`config.mk`:
```
export PLATFORM = sky130hd
export DESIGN_NAME = avt_timing
export DESIGN_NICKNAME = d
export VERILOG_FILES = /design/src/avt_pkg.sv /design/src/avt_timing.sv
export SDC_FILE = /design/constraint.sdc
export NUM_CORES = 2
export LEC_CHECK = 0
export BUFFER_PORTS_ARGS = -buffer_cell sky130_fd_sc_hd__buf_2
export CAP_MARGIN = 20
export CORE_ASPECT_RATIO = 1.25
export CORE_MARGIN = 8
export CORE_UTILIZATION = 30
export CTS_CLUSTER_SIZE = 25
export DETAILED_ROUTE_END_ITERATION = 8
export SETUP_SLACK_MARGIN = 0.05
export SLEW_MARGIN = 20
export SYNTH_ARGS = -nofsm -noshare
export SYNTH_HDL_FRONTEND = slang
export SYNTH_SLANG_ARGS = --single-unit
```
`constraint.sdc`:
```
create_clock -name clock -period 20.8 [get_ports clock]
set_input_delay 4.16 -clock clock [delete_from_list [all_inputs] [get_ports clock]]
set_output_delay 4.16 -clock clock [all_outputs]
set_load 0.05 [all_outputs]
```
`src/avt_pkg.sv`:
```
// Constants and types for the active-video, blanking and field timing block.
// Assumes one pixel clock; sync inputs and pixels are synchronous to it.
// Contract
// RULE1: A 7-bit tolerance sets accepted HSYNC line variation, default 03h.
// RULE2: Measured line length updates only when variation exceeds tolerance.
// RULE3: Host keeps the reserved register at 3Eh at its 04h value.
// RULE4: One 4-bit bandwidth code sets all three channels; 0h widest default.
// RULE5: Active start is a 13-bit pixel number, pixel 0 at HSYNC edge.
// RULE6: Start value takes effect only when its high byte at 41h is written.
// RULE7: Start-of-active code sits four pixels before the start pixel.
// RULE8: Mask bit 1 forces active video off during vertical blanking.
// RULE9: Stop is a 13-bit pixel number, applied only on 43h write.
// RULE10: End-of-active code is placed at the programmed stop pixel.
// RULE11: Host keeps the active pixel count between start and stop even.
// RULE12: Per-field blanking starts an unsigned line count after VSYNC edge.
// RULE13: Blank offsets move only blank flags, never the VSYNC output pin.
// RULE14: Blanking lasts a programmed per-field line count, default 1Eh.
// RULE15: Interlaced: field flag clears at signed field-0 line offset.
// RULE16: Interlaced: field flag sets at signed field-1 line offset.
// RULE17: Progressive input: field flag always 0, offsets ignored.
// RULE18: Field ID pin changes only with the VSYNC output leading edge.
// RULE19: Three 16-bit luma weights, low byte even address, green blue red.
// RULE20: Luma is the weighted sum of samples, 4096 meaning unity.
// RULE21: Pixel and line counters restart at sync edges and drive compares.
package avt_pkg;

  // ==========================================================
  // Register subaddresses
  localparam logic [7:0] A_TOL   = 8'h3d;
  localparam logic [7:0] A_RSVD  = 8'h3e;
  localparam logic [7:0] A_BW    = 8'h3f;
  localparam logic [7:0] A_ST_LO = 8'h40;
  localparam logic [7:0] A_ST_HI = 8'h41;
  localparam logic [7:0] A_SP_LO = 8'h42;
  localparam logic [7:0] A_SP_HI = 8'h43;
  localparam logic [7:0] A_VBS0  = 8'h44;
  localparam logic [7:0] A_VBS1  = 8'h45;
  localparam logic [7:0] A_VBL0  = 8'h46;
  localparam logic [7:0] A_VBL1  = 8'h47;
  localparam logic [7:0] A_FS0   = 8'h48;
  localparam logic [7:0] A_FS1   = 8'h49;
  localparam logic [7:0] A_CG    = 8'h4a;
  localparam logic [7:0] A_CB    = 8'h4c;
  localparam logic [7:0] A_CR    = 8'h4e;

  // ==========================================================
  // Field positions and reset values
  localparam int          MASK_BIT   = 5;
  localparam logic [6:0]  RST_TOL    = 7'h03;
  localparam logic [7:0]  RST_RSVD   = 8'h04;
  localparam logic [3:0]  RST_BW     = 4'h0;
  localparam logic [12:0] RST_START  = 13'h012c;
  localparam logic [12:0] RST_STOP   = 13'h062c;
  localparam logic [7:0]  RST_VBS    = 8'h05;
  localparam logic [7:0]  RST_VBL    = 8'h1e;
  localparam logic [7:0]  RST_FS     = 8'h00;
  localparam logic [15:0] RST_CG     = 16'h16e3;
  localparam logic [15:0] RST_CB     = 16'h024f;
  localparam logic [15:0] RST_CR     = 16'h06ce;
  localparam logic [12:0] SAV_LEAD   = 13'h0004;
  localparam int          LUMA_SHIFT = 12;
  localparam logic [9:0]  LUMA_MAX   = 10'h3ff;

  typedef struct packed {
    logic [9:0] luma;
    logic       av;
    logic       vblank;
    logic       field;
    logic       sav;
    logic       eav;
  } avt_pix_t;

  typedef struct packed {
    logic [6:0]  tol;
    logic [7:0]  rsvd;
    logic [3:0]  bw;
    logic [12:0] start;
    logic [7:0]  start_lo;
    logic        mask;
    logic [12:0] stop;
    logic [7:0]  stop_lo;
    logic [7:0]  vbs0;
    logic [7:0]  vbs1;
    logic [7:0]  vbl0;
    logic [7:0]  vbl1;
    logic [7:0]  fs0;
    logic [7:0]  fs1;
    logic [15:0] cg;
    logic [15:0] cb;
    logic [15:0] cr;
  } avt_cfg_t;

endpackage : avt_pkg

```
`src/avt_timing.sv`:
```
// FIFO and top of the active-video, blanking and field timing block.
// Assumes register writes arrive one subaddress per cycle from the
// serial-bus slave, and that sync inputs are active high.
`timescale 1ns/1ps

// ==========================================================
// Output FIFO
module avt_fifo #(
  parameter int W = 15,
  parameter int D = 16
) (
  // Clock and reset
  input  wire logic                   clock,
  input  wire logic                   arst_n,
  // Fill side
  input  wire logic                   in_valid,
  output logic                        in_ready,
  input  wire logic [W-1:0]           in_data,
  // Drain side
  output logic                        out_valid,
  input  wire logic                   out_ready,
  output logic [W-1:0]                out_data,
  output logic [$clog2(D):0]          level
);
  localparam int AW = $clog2(D);

  typedef struct packed {
    logic [AW-1:0] wp;
    logic [AW-1:0] rp;
    logic [AW:0]   cnt;
  } avt_fifo_st_t;

  avt_fifo_st_t   q;
  avt_fifo_st_t   d;
  logic [W-1:0]   mem [D];
  logic           push;
  logic           pop;

  assign in_ready  = (q.cnt != (AW+1)'(D));
  assign out_valid = (q.cnt != '0);
  assign out_data  = mem[q.rp];
  assign level     = q.cnt;
  assign push      = in_valid && in_ready;
  assign pop       = out_valid && out_ready;

  always_comb begin
    d = q;
    if (push) begin
      d.wp = (q.wp == AW'(D-1)) ? '0 : q.wp + 1'b1;
    end
    if (pop) begin
      d.rp = (q.rp == AW'(D-1)) ? '0 : q.rp + 1'b1;
    end
    d.cnt = q.cnt + (AW+1)'(push) - (AW+1)'(pop);
  end

  always_ff @(posedge clock or negedge arst_n) begin
    if (!arst_n) begin
      q <= '0;
    end else begin
      q <= d;
    end
  end

  // Storage has no reset; only pointers define content
  always_ff @(posedge clock) begin
    if (push) begin
      mem[q.wp] <= in_data;
    end
  end
endmodule : avt_fifo

// ==========================================================
// Timing top
module avt_timing #(
  parameter int FIFO_DEPTH = 16
) (
  // Clock and reset
  input  wire logic                clock,
  input  wire logic                arst_n,
  // Register port
  input  wire logic                reg_wr,
  input  wire logic                reg_rd,
  input  wire logic [7:0]          reg_addr,
  input  wire logic [7:0]          reg_wdata,
  output logic [7:0]               reg_rdata,
  // Video input
  input  wire logic                hsync_in,
  input  wire logic                vsync_in,
  input  wire logic                interlaced,
  input  wire logic                pix_valid,
  output logic                     pix_ready,
  input  wire logic [9:0]          green_in,
  input  wire logic [9:0]          blue_in,
  input  wire logic [9:0]          red_in,
  // Pixel stream out
  output logic                     out_valid,
  input  wire logic                out_ready,
  output avt_pkg::avt_pix_t        out_pix,
  // Pins and analog controls
  output logic                     vsync_output_pin,
  output logic                     field_id_output_pin,
  output logic [3:0]               bandwidth_select,
  output logic [6:0]               line_tolerance,
  output logic [12:0]              line_length
);
  localparam int LW = $clog2(FIFO_DEPTH) + 1;

  typedef struct packed {
    avt_pkg::avt_cfg_t cfg;
    logic [7:0]        rdata;
    logic              hs_prev;
    logic              vs_prev;
    logic [12:0]       pix_cnt;
    logic [11:0]       line_cnt;
    logic [12:0]       period;
    logic [12:0]       line_len;
    logic              fid;
    logic              fbit;
    logic              vs_out;
    avt_pkg::avt_pix_t pipe;
    logic              pipe_v;
    logic              ready;
  } avt_state_t;

  avt_state_t             q;
  avt_state_t             d;
  logic                   hs_edge;
  logic                   vs_edge;
  logic [12:0]            cur_pix;
  logic [11:0]            cur_line;
  logic [12:0]            diff;
  logic [11:0]            vb_lo;
  logic [11:0]            vb_hi;
  logic signed [28:0]     acc;
  logic                   f_in_ready;
  logic [LW-1:0]          f_level;
  logic                   accept;

  assign hs_edge = hsync_in && !q.hs_prev;
  assign vs_edge = vsync_in && !q.vs_prev;
  assign accept  = pix_valid && q.ready;

  always_comb begin
    d = q;
    d.hs_prev = hsync_in;
    d.vs_prev = vsync_in;

    // ========================================================
    // Register writes
    if (reg_wr) begin
      unique case (reg_addr)
        // RULE1 tolerance field store
        avt_pkg::A_TOL:   d.cfg.tol = reg_wdata[6:0];
        // RULE3 reserved value kept as written
        avt_pkg::A_RSVD:  d.cfg.rsvd = reg_wdata;
        // RULE4 shared bandwidth code
        avt_pkg::A_BW:    d.cfg.bw = reg_wdata[3:0];
        // RULE6 low byte only staged
        avt_pkg::A_ST_LO: d.cfg.start_lo = reg_wdata;
        // RULE5 RULE6 start applied on high byte
        avt_pkg::A_ST_HI: begin
          d.cfg.start = {reg_wdata[4:0], q.cfg.start_lo};
          d.cfg.mask  = reg_wdata[avt_pkg::MASK_BIT];
        end
        avt_pkg::A_SP_LO: d.cfg.stop_lo = reg_wdata;
        // RULE9 stop applied on high byte
        avt_pkg::A_SP_HI: d.cfg.stop = {reg_wdata[4:0], q.cfg.stop_lo};
        avt_pkg::A_VBS0:  d.cfg.vbs0 = reg_wdata;
        avt_pkg::A_VBS1:  d.cfg.vbs1 = reg_wdata;
        avt_pkg::A_VBL0:  d.cfg.vbl0 = reg_wdata;
        avt_pkg::A_VBL1:  d.cfg.vbl1 = reg_wdata;
        avt_pkg::A_FS0:   d.cfg.fs0 = reg_wdata;
        avt_pkg::A_FS1:   d.cfg.fs1 = reg_wdata;
        // RULE19 luma weights, low byte even
        avt_pkg::A_CG:      d.cfg.cg[7:0]  = reg_wdata;
        avt_pkg::A_CG+8'h1: d.cfg.cg[15:8] = reg_wdata;
        avt_pkg::A_CB:      d.cfg.cb[7:0]  = reg_wdata;
        avt_pkg::A_CB+8'h1: d.cfg.cb[15:8] = reg_wdata;
        avt_pkg::A_CR:      d.cfg.cr[7:0]  = reg_wdata;
        avt_pkg::A_CR+8'h1: d.cfg.cr[15:8] = reg_wdata;
        default: ;
      endcase
    end

    // ========================================================
    // Register reads; unmapped subaddresses read zero
    if (reg_rd) begin
      unique case (reg_addr)
        avt_pkg::A_TOL:     d.rdata = {1'b0, q.cfg.tol};
        avt_pkg::A_RSVD:    d.rdata = q.cfg.rsvd;
        avt_pkg::A_BW:      d.rdata = {4'h0, q.cfg.bw};
        avt_pkg::A_ST_LO:   d.rdata = q.cfg.start[7:0];
        avt_pkg::A_ST_HI:   d.rdata = {2'b00, q.cfg.mask,
                                       q.cfg.start[12:8]};
        avt_pkg::A_SP_LO:   d.rdata = q.cfg.stop[7:0];
        avt_pkg::A_SP_HI:   d.rdata = {3'b000, q.cfg.stop[12:8]};
        avt_pkg::A_VBS0:    d.rdata = q.cfg.vbs0;
        avt_pkg::A_VBS1:    d.rdata = q.cfg.vbs1;
        avt_pkg::A_VBL0:    d.rdata = q.cfg.vbl0;
        avt_pkg::A_VBL1:    d.rdata = q.cfg.vbl1;
        avt_pkg::A_FS0:     d.rdata = q.cfg.fs0;
        avt_pkg::A_FS1:     d.rdata = q.cfg.fs1;
        avt_pkg::A_CG:      d.rdata = q.cfg.cg[7:0];
        avt_pkg::A_CG+8'h1: d.rdata = q.cfg.cg[15:8];
        avt_pkg::A_CB:      d.rdata = q.cfg.cb[7:0];
        avt_pkg::A_CB+8'h1: d.rdata = q.cfg.cb[15:8];
        avt_pkg::A_CR:      d.rdata = q.cfg.cr[7:0];
        avt_pkg::A_CR+8'h1: d.rdata = q.cfg.cr[15:8];
        default:            d.rdata = 8'h00;
      endcase
    end

    // ========================================================
    // RULE21 pixel and line counters
    cur_pix  = hs_edge ? 13'h0000 : q.pix_cnt + 13'h0001;
    cur_line = vs_edge ? 12'h000
             : (hs_edge ? q.line_cnt + 12'h001 : q.line_cnt);
    d.pix_cnt  = cur_pix;
    d.line_cnt = cur_line;

    // RULE1 RULE2 tolerance window on line length
    d.period = hs_edge ? 13'h0001 : q.period + 13'h0001;
    diff = (q.period > q.line_len) ? q.period - q.line_len
                                   : q.line_len - q.period;
    if (hs_edge && (diff > {6'h00, q.cfg.tol})) begin
      d.line_len = q.period;
    end

    // RULE13 VSYNC pin follows input, untouched by offsets
    d.vs_out = vsync_in;
    // RULE18 field ID toggles only with VSYNC leading edge
    if (vs_edge) begin
      d.fid = interlaced ? !q.fid : 1'b0;
    end

    // RULE15 RULE16 RULE17 field flag at signed offsets
    if (!interlaced) begin
      d.fbit = 1'b0;
    end else if (!q.fid && ({1'b0, cur_line} ==
                 {{5{q.cfg.fs0[7]}}, q.cfg.fs0})) begin
      d.fbit = 1'b0;
    end else if (q.fid && ({1'b0, cur_line} ==
                 {{5{q.cfg.fs1[7]}}, q.cfg.fs1})) begin
      d.fbit = 1'b1;
    end

    // RULE12 RULE14 per-field blank window
    vb_lo = {4'h0, q.fid ? q.cfg.vbs1 : q.cfg.vbs0};
    vb_hi = vb_lo + {4'h0, q.fid ? q.cfg.vbl1 : q.cfg.vbl0};

    // RULE20 weighted sum, 4096 is unity
    acc = 29'($signed({1'b0, green_in}) * $signed(q.cfg.cg))
        + 29'($signed({1'b0, blue_in})  * $signed(q.cfg.cb))
        + 29'($signed({1'b0, red_in})   * $signed(q.cfg.cr));

    // ========================================================
    // Sample stage into the FIFO
    d.pipe_v = accept;
    if (accept) begin
      if (acc < 0) begin
        d.pipe.luma = 10'h000;
      end else if (acc[28:avt_pkg::LUMA_SHIFT] >
                   {7'h00, avt_pkg::LUMA_MAX}) begin
        d.pipe.luma = avt_pkg::LUMA_MAX;
      end else begin
        d.pipe.luma = acc[avt_pkg::LUMA_SHIFT +: 10];
      end
      d.pipe.vblank = (cur_line >= vb_lo) && (cur_line < vb_hi);
      // RULE8 mask forces inactive in blanking
      d.pipe.av = (cur_pix >= q.cfg.start) && (cur_pix < q.cfg.stop)
                && !(q.cfg.mask && d.pipe.vblank);
      d.pipe.field = d.fbit;
      // RULE7 start code four pixels early
      d.pipe.sav = (cur_pix == q.cfg.start - avt_pkg::SAV_LEAD);
      // RULE10 end code at stop pixel
      d.pipe.eav = (cur_pix == q.cfg.stop);
    end

    // One-cycle lag of ready leaves room for the stage in flight
    d.ready = (f_level <= LW'(FIFO_DEPTH - 3));
  end

  always_ff @(posedge clock or negedge arst_n) begin
    if (!arst_n) begin
      q              <= '0;
      q.cfg.tol      <= avt_pkg::RST_TOL;
      q.cfg.rsvd     <= avt_pkg::RST_RSVD;
      q.cfg.bw       <= avt_pkg::RST_BW;
      q.cfg.start    <= avt_pkg::RST_START;
      q.cfg.start_lo <= avt_pkg::RST_START[7:0];
      q.cfg.stop     <= avt_pkg::RST_STOP;
      q.cfg.stop_lo  <= avt_pkg::RST_STOP[7:0];
      q.cfg.vbs0     <= avt_pkg::RST_VBS;
      q.cfg.vbs1     <= avt_pkg::RST_VBS;
      q.cfg.vbl0     <= avt_pkg::RST_VBL;
      q.cfg.vbl1     <= avt_pkg::RST_VBL;
      q.cfg.fs0      <= avt_pkg::RST_FS;
      q.cfg.fs1      <= avt_pkg::RST_FS;
      q.cfg.cg       <= avt_pkg::RST_CG;
      q.cfg.cb       <= avt_pkg::RST_CB;
      q.cfg.cr       <= avt_pkg::RST_CR;
    end else begin
      q <= d;
    end
  end

  avt_fifo #(
    .W ($bits(avt_pkg::avt_pix_t)),
    .D (FIFO_DEPTH)
  ) u_fifo (
    .clock     (clock),
    .arst_n    (arst_n),
    .in_valid  (q.pipe_v),
    .in_ready  (f_in_ready),
    .in_data   (q.pipe),
    .out_valid (out_valid),
    .out_ready (out_ready),
    .out_data  (out_pix),
    .level     (f_level)
  );

  assign reg_rdata           = q.rdata;
  assign pix_ready           = q.ready;
  assign vsync_output_pin    = q.vs_out;
  assign field_id_output_pin = q.fid;
  assign bandwidth_select    = q.cfg.bw;
  assign line_tolerance      = q.cfg.tol;
  assign line_length         = q.line_len;
endmodule : avt_timing

```
* Yosys cells after proc, flatten, opt, wreduce, memory -nomap -nowiden
Memory sizes are Yosys's and may differ from the RTL's.
Cells that the tools add are included.
** Word-level totals
- Flip-flop bits (word level) :: 251
- RAM bits :: 240
- Input bits :: 55
- Output and inout port bits :: 51
- Word-level logic and storage cells :: 146
- Memories :: 1
** Memories
- u_fifo.mem :: depth 16, bits a word 15, read ports 1, clocked after Yosys merged registers in 0, wr ports 1, line avt_timing.sv:35 : logic [W-1:0] mem [D];
** Cells by class
- Add/subtract/negate cells :: 13
- $mul :: 3
- Order comparisons :: 9
- Equality and inequality tests :: 26
- Multiplexer cells :: 18
- Reductions and logical operators :: 36
** Operators by type and width (count)
- $pmux W8 S19 :: 1
- $eq A8 B7 Y1 const B :: 16
- $mul A11 B16 Y27 :: 3
- $mux W13 :: 3
- $reduce_and A2 Y1 :: 19
- $add A28 B27 Y29 :: 1
- $lt A29 B1 Y1 const B :: 1
- $add A27 B27 Y28 :: 1
- $add A13 B1 Y13 const B :: 2
- $eq A12 B13 Y1 :: 2
- $eq A13 B13 Y1 :: 2
- $sub A13 B13 Y13 :: 2
- $eq A8 B6 Y1 const B :: 3
- $mux W12 :: 2
- $mux W10 :: 2
- $gt A17 B10 Y1 const B :: 1
- $mux W8 :: 2
- $ge A13 B13 Y1 :: 1
- $gt A13 B13 Y1 :: 1
- $gt A13 B7 Y1 :: 1
- $lt A13 B13 Y1 :: 1
- $sub A13 B3 Y13 const B :: 1
- $add A12 B1 Y12 const B :: 1
- $ge A12 B8 Y1 :: 1
- other kinds (13) :: 35

* Longest topological paths before layout
- Word-level depth :: 9
- Gate-level depth with buffers :: 28
- Mapped depth without buffers :: 26

* By module
A second synthesis with hierarchy kept.
** Second synthesis, totals
- Cell total of the unflattened synthesis :: 3780
- Area total of the unflattened synthesis :: 42618.4 µm²
** Modules (own cells, without submodules)
- avt_timing :: instances 1, cells each 3277, area an instance 32538.7 µm², sequential area each 6019.5 µm²
- avt_fifo :: instances 1, cells each 503, area an instance 10079.7 µm², sequential area each 7532.2 µm²

* Worst setup path after synthesis
OpenSTA, ideal clock, no wires.
- Kind :: input to register
- Start :: input red_in[1]
- End :: register q[16] (netlist name)
- Library setup time :: 0.148 ns
- Arrival time :: 10.930 ns
- Data required time :: 20.652 ns
- Setup slack :: 9.722 ns
- Cell stages on the path :: 25
- Buffers on the path :: 2
- Cells stage by stage :: buf_1 > nand2_1 > fa_1 > inv_1 > fa_1 > inv_1 > fa_1 > inv_1 > fa_1 > fa_1 > fa_1 > fa_1 > inv_1 > fa_1 > inv_1 > ha_1 > a21o_1 > a21o_1 > a2111oi_0 > o31ai_1 > or3_1 > a21oi_1 > and4_1 > buf_2 > a211oi_1
** Between the ends
- Word-level cells in the longest chain between the ends :: 5
- Elaborated cells between the ends (all ways) :: 6
- Those cells by class :: 1 x add/sub; 1 x mul; 2 x order compare; 2 x mux
** RTL lines
- start: declaration :: line avt_timing.sv:95 : input wire logic [9:0] red_in,
- $mul A11 B16 Y27 * :: line avt_timing.sv:255 : + 29'($signed({1'b0, red_in}) * $signed(q.cfg.cr));
- $add A28 B27 Y29 * :: line avt_timing.sv:255
- $gt A17 B10 Y1 :: line avt_timing.sv:263 : end else if (acc[28:avt_pkg::LUMA_SHIFT] >
- $mux W10 :: line avt_timing.sv:263
- $mux W10 * :: line avt_timing.sv:261 : if (acc < 0) begin
- end: declaration :: line avt_timing.sv:126 : avt_state_t q;
Every way passes the cells marked *; elsewhere a longest branch is shown, timed or not.
A chain may end at the register's enable or synchronous reset.

* Worst setup path in the final report
- Start :: input red_in[2]
- End :: register q[16] (netlist name)
The elaborated chain is that of the path after synthesis.

==> run_summary.xml <==
<?xml version="1.0" encoding="UTF-8"?>
<metrics>
  <group name="pwr">
    <metric name="power.density_cell_area" unit="nW/um2">88.08</metric>
    <metric name="power.static_leakage" unit="uW">0.02109</metric>
    <metric name="ir_worst_vdd" unit="mV">0.06552</metric>
  </group>
  <group name="worst_setup_path">
    <metric name="critPathTopFamily" unit="">adder cells</metric>
    <metric name="cp-start-kind" unit="">primary input</metric>
    <metric name="timing.critical_path.from" unit="">red_in[2]</metric>
    <metric name="critical_path_buf_inv_count" unit="">7</metric>
    <metric name="timing.critical_path.arrival" unit="ps">11680</metric>
    <metric name="timing.critical_path.required" unit="ps">21250</metric>
    <metric name="crit_type" unit="">in -&gt; reg</metric>
    <metric name="timing.critical_path.fanout_max" unit="">16</metric>
    <metric name="endpoint_kind" unit="">flop</metric>
    <metric name="cpPeakStageDelay" unit="ps">690</metric>
    <metric name="r2r_setup_slack" unit="ps">12530</metric>
    <metric name="worst_r2r_startpoint" unit="">q[128]$_DFFE_PN0P_</metric>
    <metric name="critPathSlowestCell" unit="">sky130_fd_sc_hd__fa_1</metric>
    <metric name="cp_dominant_cell_by_count" unit="">sky130_fd_sc_hd__fa_1</metric>
  </group>
  <group name="synth">
    <metric name="synth.mux.area_fraction" unit="%">9.539</metric>
    <metric name="post_synth_inst_count" unit="">3686</metric>
    <metric name="synth_area_leader_cell" unit="">sky130_fd_sc_hd__fa_1</metric>
    <metric name="synth_simple_gate_area_share" unit="%">10.56</metric>
    <metric name="synth_xor_area_share" unit="%">2.193</metric>
    <metric name="synth_cell_types" unit="">87</metric>
    <metric name="portion_of_synthesized_cell_area_occupied_by_the_leading_cell_type" unit="%">25.15</metric>
    <metric name="synth-seq-area-share" unit="%">32.01</metric>
    <metric name="dominant_combinational_cell_family_by_area_after_synthesis" unit="">adder cells</metric>
    <metric name="share_of_synthesized_cell_area_in_full_adder_half_adder_and_majority_cells" unit="%">32.30</metric>
    <metric name="combined_area_of_all_synthesized_cells" unit="um2">42340</metric>
    <metric name="synth-main-ff-cell" unit="">sky130_fd_sc_hd__edfxtp_1</metric>
    <metric name="synth_area_leaders" unit="">sky130_fd_sc_hd__fa_1 25%, sky130_fd_sc_hd__edfxtp_1 17%, sky130_fd_sc_hd__dfrtp_1 12%</metric>
    <metric name="ys_warn_count" unit="">0</metric>
    <metric name="synth.ff_latch_count" unit="">491</metric>
    <metric name="synthArstFlopShare" unit="%">51.12</metric>
    <metric name="synth_fp_nets" unit="">4515</metric>
    <metric name="synth.avg_cell_area" unit="um2">11.49</metric>
    <metric name="synth-compound-area-share" unit="%">5.112</metric>
    <metric name="synth_enable_flop_cells" unit="">240</metric>
  </group>
  <group name="timing">
    <metric name="hold_slack" unit="ps">479.1</metric>
    <metric name="post_route_minimum_period" unit="ps">11230</metric>
    <metric name="period_share" unit="%">54.00</metric>
    <metric name="setup_repair_after_global_routing_missed_its_margin" unit="">false</metric>
    <metric name="report.final.hold_viol_count" unit="">0</metric>
    <metric name="timing.final.setup_violations" unit="">0</metric>
    <metric name="worst_slew_pin_slew" unit="ps">1154</metric>
    <metric name="final.setup.tns" unit="ps">0</metric>
    <metric name="timing_max_transition_violations_final" unit="">0</metric>
    <metric name="fmax" unit="GHz">0.08904</metric>
    <metric name="slew_headroom" unit="%">23.08</metric>
    <metric name="clock-skew-final" unit="ps">21.14</metric>
  </group>
  <group name="clocking">
    <metric name="clock_tree.buffer_depth" unit="">3</metric>
    <metric name="clock_tree.root_cell" unit="">sky130_fd_sc_hd__clkbuf_16</metric>
    <metric name="tritoncts.num_buffers" unit="">49</metric>
    <metric name="htree_levels" unit="">2</metric>
    <metric name="clk-insertion-delay-late" unit="ps">620</metric>
    <metric name="clock-sinks" unit="">491</metric>
    <metric name="cts_tree" unit="">yes</metric>
    <metric name="cts-resized-gates" unit="">0</metric>
    <metric name="clkSlewWorstSetupHoldPaths" unit="ps">60</metric>
    <metric name="ctsHoldBuffers" unit="">0</metric>
    <metric name="cts_setup_buffers" unit="">0</metric>
  </group>
  <group name="floorplanning">
    <metric name="core" unit="um2">140500</metric>
    <metric name="fp-row-count" unit="">154</metric>
    <metric name="io-pin-count" unit="">106</metric>
    <metric name="die-area" unit="um2">153500</metric>
    <metric name="effective_utilization_at_floorplan" unit="%">30.14</metric>
    <metric name="dieWidth" unit="um">352.0</metric>
    <metric name="fp.dieH" unit="um">436.0</metric>
  </group>
  <group name="final_layout">
    <metric name="fill_cells" unit="">14090</metric>
    <metric name="area_growth_syn_to_layout" unit="%">9.036</metric>
    <metric name="finish.net_count" unit="">4505</metric>
    <metric name="drive_gt1_share" unit="%">14.13</metric>
    <metric name="finish.instance_area" unit="um2">46170</metric>
  </group>
  <group name="global_routing">
    <metric name="first_global_vias" unit="">28820</metric>
    <metric name="grt_antenna_before_repair" unit="">26</metric>
    <metric name="grt_use_total" unit="%">13.99</metric>
    <metric name="wire_length_of_the_first_global_routing_pass" unit="um">169600</metric>
    <metric name="grt_start_max_net_pins" unit="">191</metric>
    <metric name="globalRouteOverflowTotal" unit="">0</metric>
  </group>
  <group name="hold_path">
    <metric name="hold_path_startpoint" unit="">u_fifo.level[4]$_DFF_PN0_</metric>
    <metric name="hold_class" unit="">reg -&gt; reg</metric>
  </group>
  <group name="detailed_routing">
    <metric name="wl_per_cell" unit="um">19.24</metric>
    <metric name="viasPerCell" unit="">4.751</metric>
    <metric name="postRouteWirelength" unit="um">107800</metric>
    <metric name="routed-via-count" unit="">26610</metric>
    <metric name="dr.pass1.iters" unit="">5</metric>
    <metric name="drt_iter0_drc" unit="">1674</metric>
    <metric name="remaining_design_rule_violation_count" unit="">0</metric>
    <metric name="postRouteAntennaNets" unit="">0</metric>
  </group>
  <group name="run">
    <metric name="timing.max_cap.violations" unit="">0</metric>
  </group>
  <group name="placed_design">
    <metric name="place.gp.congestion" unit="">0.8416</metric>
    <metric name="place_area" unit="um2">44490</metric>
    <metric name="place.detailed.hpwl" unit="um">83170</metric>
    <metric name="placement.io_buffers" unit="">105</metric>
  </group>
  <group name="outcome">
    <metric name="run_status" unit="">completed</metric>
  </group>
</metrics>
## stage by stage
| stage | cells | worst slack, ps | utilization (%) | total power, uW |
|---|---|---|---|---|
| 5_1_grt | 5590 | 9111 | 32.85 | 4360 |
| 4_1_cts | 5586 | 9561 | 32.81 | 4128 |
| 2_1_floorplan | 3686 | 9722 | - | 2697 |
| 3_5_place_dp | 5495 | 8959 | 31.68 | 3226 |
| 3_3_place_gp | 5495 | 9064 | 31.67 | 3197 |
| 6_report | 5602 | 9569 | 32.87 | 4066 |
## per-layer routing
| layer | wire length (um) | track usage [%] |
|---|---|---|
| met3 | 4616 | 1.392 |
| met2 | 56090 | 25.43 |
| met1 | 43190 | 17.29 |
| met5 | 92 | 0 |
| met4 | 3808 | 4.702 |
## layout by cell type, fill, tap and decap left out, types with 28 or more instances in the layout
cell type                   netlist  final
sky130_fd_sc_hd__ha_1           242    242
sky130_fd_sc_hd__a21o_1          28     28
sky130_fd_sc_hd__nor2_1          89     89
sky130_fd_sc_hd__fa_1           532    532
sky130_fd_sc_hd__mux4_2          78     78
sky130_fd_sc_hd__inv_1          708    708
sky130_fd_sc_hd__o21ai_0         44     44
sky130_fd_sc_hd__buf_2           11    104
sky130_fd_sc_hd__dfstp_2         51     51
sky130_fd_sc_hd__mux2_2         175    175
sky130_fd_sc_hd__mux2i_1         30     30
sky130_fd_sc_hd__xnor2_1         75     75
sky130_fd_sc_hd__and2_1         359    359
sky130_fd_sc_hd__dfrtp_1        200    198
sky130_fd_sc_hd__xor2_1          31     31
sky130_fd_sc_hd__nand2_1        203    203
sky130_fd_sc_hd__clkbuf_16        0     49
sky130_fd_sc_hd__edfxtp_1       240    240
sky130_fd_sc_hd__nand3_1         38     38
sky130_fd_sc_hd__a21oi_1         63     63
## cell usage after synthesis (6+ instances only)
cell	count
sky130_fd_sc_hd__a31oi_1	9
sky130_fd_sc_hd__nand2_1	203
sky130_fd_sc_hd__o21ai_0	44
sky130_fd_sc_hd__mux2i_1	30
sky130_fd_sc_hd__a211oi_1	20
sky130_fd_sc_hd__and2_1	359
sky130_fd_sc_hd__nor4_1	10
sky130_fd_sc_hd__buf_2	11
sky130_fd_sc_hd__xnor2_1	75
sky130_fd_sc_hd__mux4_2	78
sky130_fd_sc_hd__nand3_1	38
sky130_fd_sc_hd__nor2_1	89
sky130_fd_sc_hd__nor2b_1	10
sky130_fd_sc_hd__a21oi_1	63
sky130_fd_sc_hd__xor2_1	31
sky130_fd_sc_hd__fa_1	532
sky130_fd_sc_hd__ha_1	242
sky130_fd_sc_hd__nand2b_1	17
sky130_fd_sc_hd__a22o_1	8
sky130_fd_sc_hd__inv_1	708
sky130_fd_sc_hd__a22oi_1	26
sky130_fd_sc_hd__nor3_1	18
sky130_fd_sc_hd__dfrtp_1	200
sky130_fd_sc_hd__o22ai_1	10
sky130_fd_sc_hd__dfstp_2	51
sky130_fd_sc_hd__buf_4	33
sky130_fd_sc_hd__nand4_1	25
sky130_fd_sc_hd__edfxtp_1	240
sky130_fd_sc_hd__a221oi_1	12
sky130_fd_sc_hd__buf_1	23
sky130_fd_sc_hd__and3_1	21
sky130_fd_sc_hd__mux2_2	175
sky130_fd_sc_hd__a21o_1	28
sky130_fd_sc_hd__o31ai_1	6
sky130_fd_sc_hd__clkbuf_1	109
sky130_fd_sc_hd__o21a_1	18
sky130_fd_sc_hd__or3_1	15
sky130_fd_sc_hd__o21bai_1	10
## final timing paths
check                           cells after the start                             to
worst min register to register                      1            pix_ready$_DFF_PN0_
min in group asynchronous                           1        u_fifo.q[7]$_DFFE_PN0P_
worst max-delay path                               25              q[16]$_DFFE_PN0P_
worst max register to register                     23              q[16]$_DFFE_PN0P_
max in group asynchronous                           3  line_tolerance[1]$_DFFE_PN1P_
worst min-delay path                                1            pix_ready$_DFF_PN0_
## cells by family (layout without fill, tap and decap cells)
kind of cell             after synthesis  count (layout)
AO/OA/AOI/OAI                        310             310
XOR/XNOR                             106             106
adder cells (fa/ha/maj)              774             774
buffers and inverters                888             918
flip-flops                           491             491
multiplexers                         284             284
other                                  0              14
AND/OR/NAND/NOR                      833             833
## sequential cells by signal, indices dropped and copies added (netlist names), 4 cells and up
name              cells
reg_rdata             8
u_fifo.q              8
bandwidth_select      4
line_tolerance        7
q                   203
u_fifo.mem          240
u_fifo.level          5
line_length          13
## layout make-up
class	instances	area, um2	area share [%]
Antenna cell	14	35.03	0.07588
Clock buffer	68	1318	2.854
Clock inverter	23	275.3	0.5962
Inverter	708	2658	5.756
Multi-Input combinational cell	2307	25300	54.81
Sequential cell	491	13560	29.36
Tap cell	1872	2342	5.073
Timing Repair Buffer	119	680.7	1.474
## power by group
group / internal, uW / total [uW] / switching (uW)
combinational: 782 / 1850 / 1070
clock: 490 / 890 / 400
sequential: 1160 / 1330 / 166
## worst reg2reg max path: stages (launching register included)
cell and delay [ps]:
sky130_fd_sc_hd__dfrtp_1 700, sky130_fd_sc_hd__nand2_1 260, sky130_fd_sc_hd__inv_1 110, sky130_fd_sc_hd__fa_1 650, sky130_fd_sc_hd__inv_1 160, sky130_fd_sc_hd__fa_1 500, sky130_fd_sc_hd__inv_1 80, sky130_fd_sc_hd__fa_1 730
sky130_fd_sc_hd__inv_1 170, sky130_fd_sc_hd__fa_1 510, sky130_fd_sc_hd__inv_1 50, sky130_fd_sc_hd__fa_1 480, sky130_fd_sc_hd__fa_1 560, sky130_fd_sc_hd__fa_1 430, sky130_fd_sc_hd__fa_1 470, sky130_fd_sc_hd__ha_1 420
sky130_fd_sc_hd__nand2_1 100, sky130_fd_sc_hd__or2_1 270, sky130_fd_sc_hd__a211oi_1 290, sky130_fd_sc_hd__inv_1 90, sky130_fd_sc_hd__o311ai_1 280, sky130_fd_sc_hd__xnor2_1 140, sky130_fd_sc_hd__nor2_1 540, sky130_fd_sc_hd__a211oi_1 100
No activity file was read; power rests on OpenSTA's default activity.
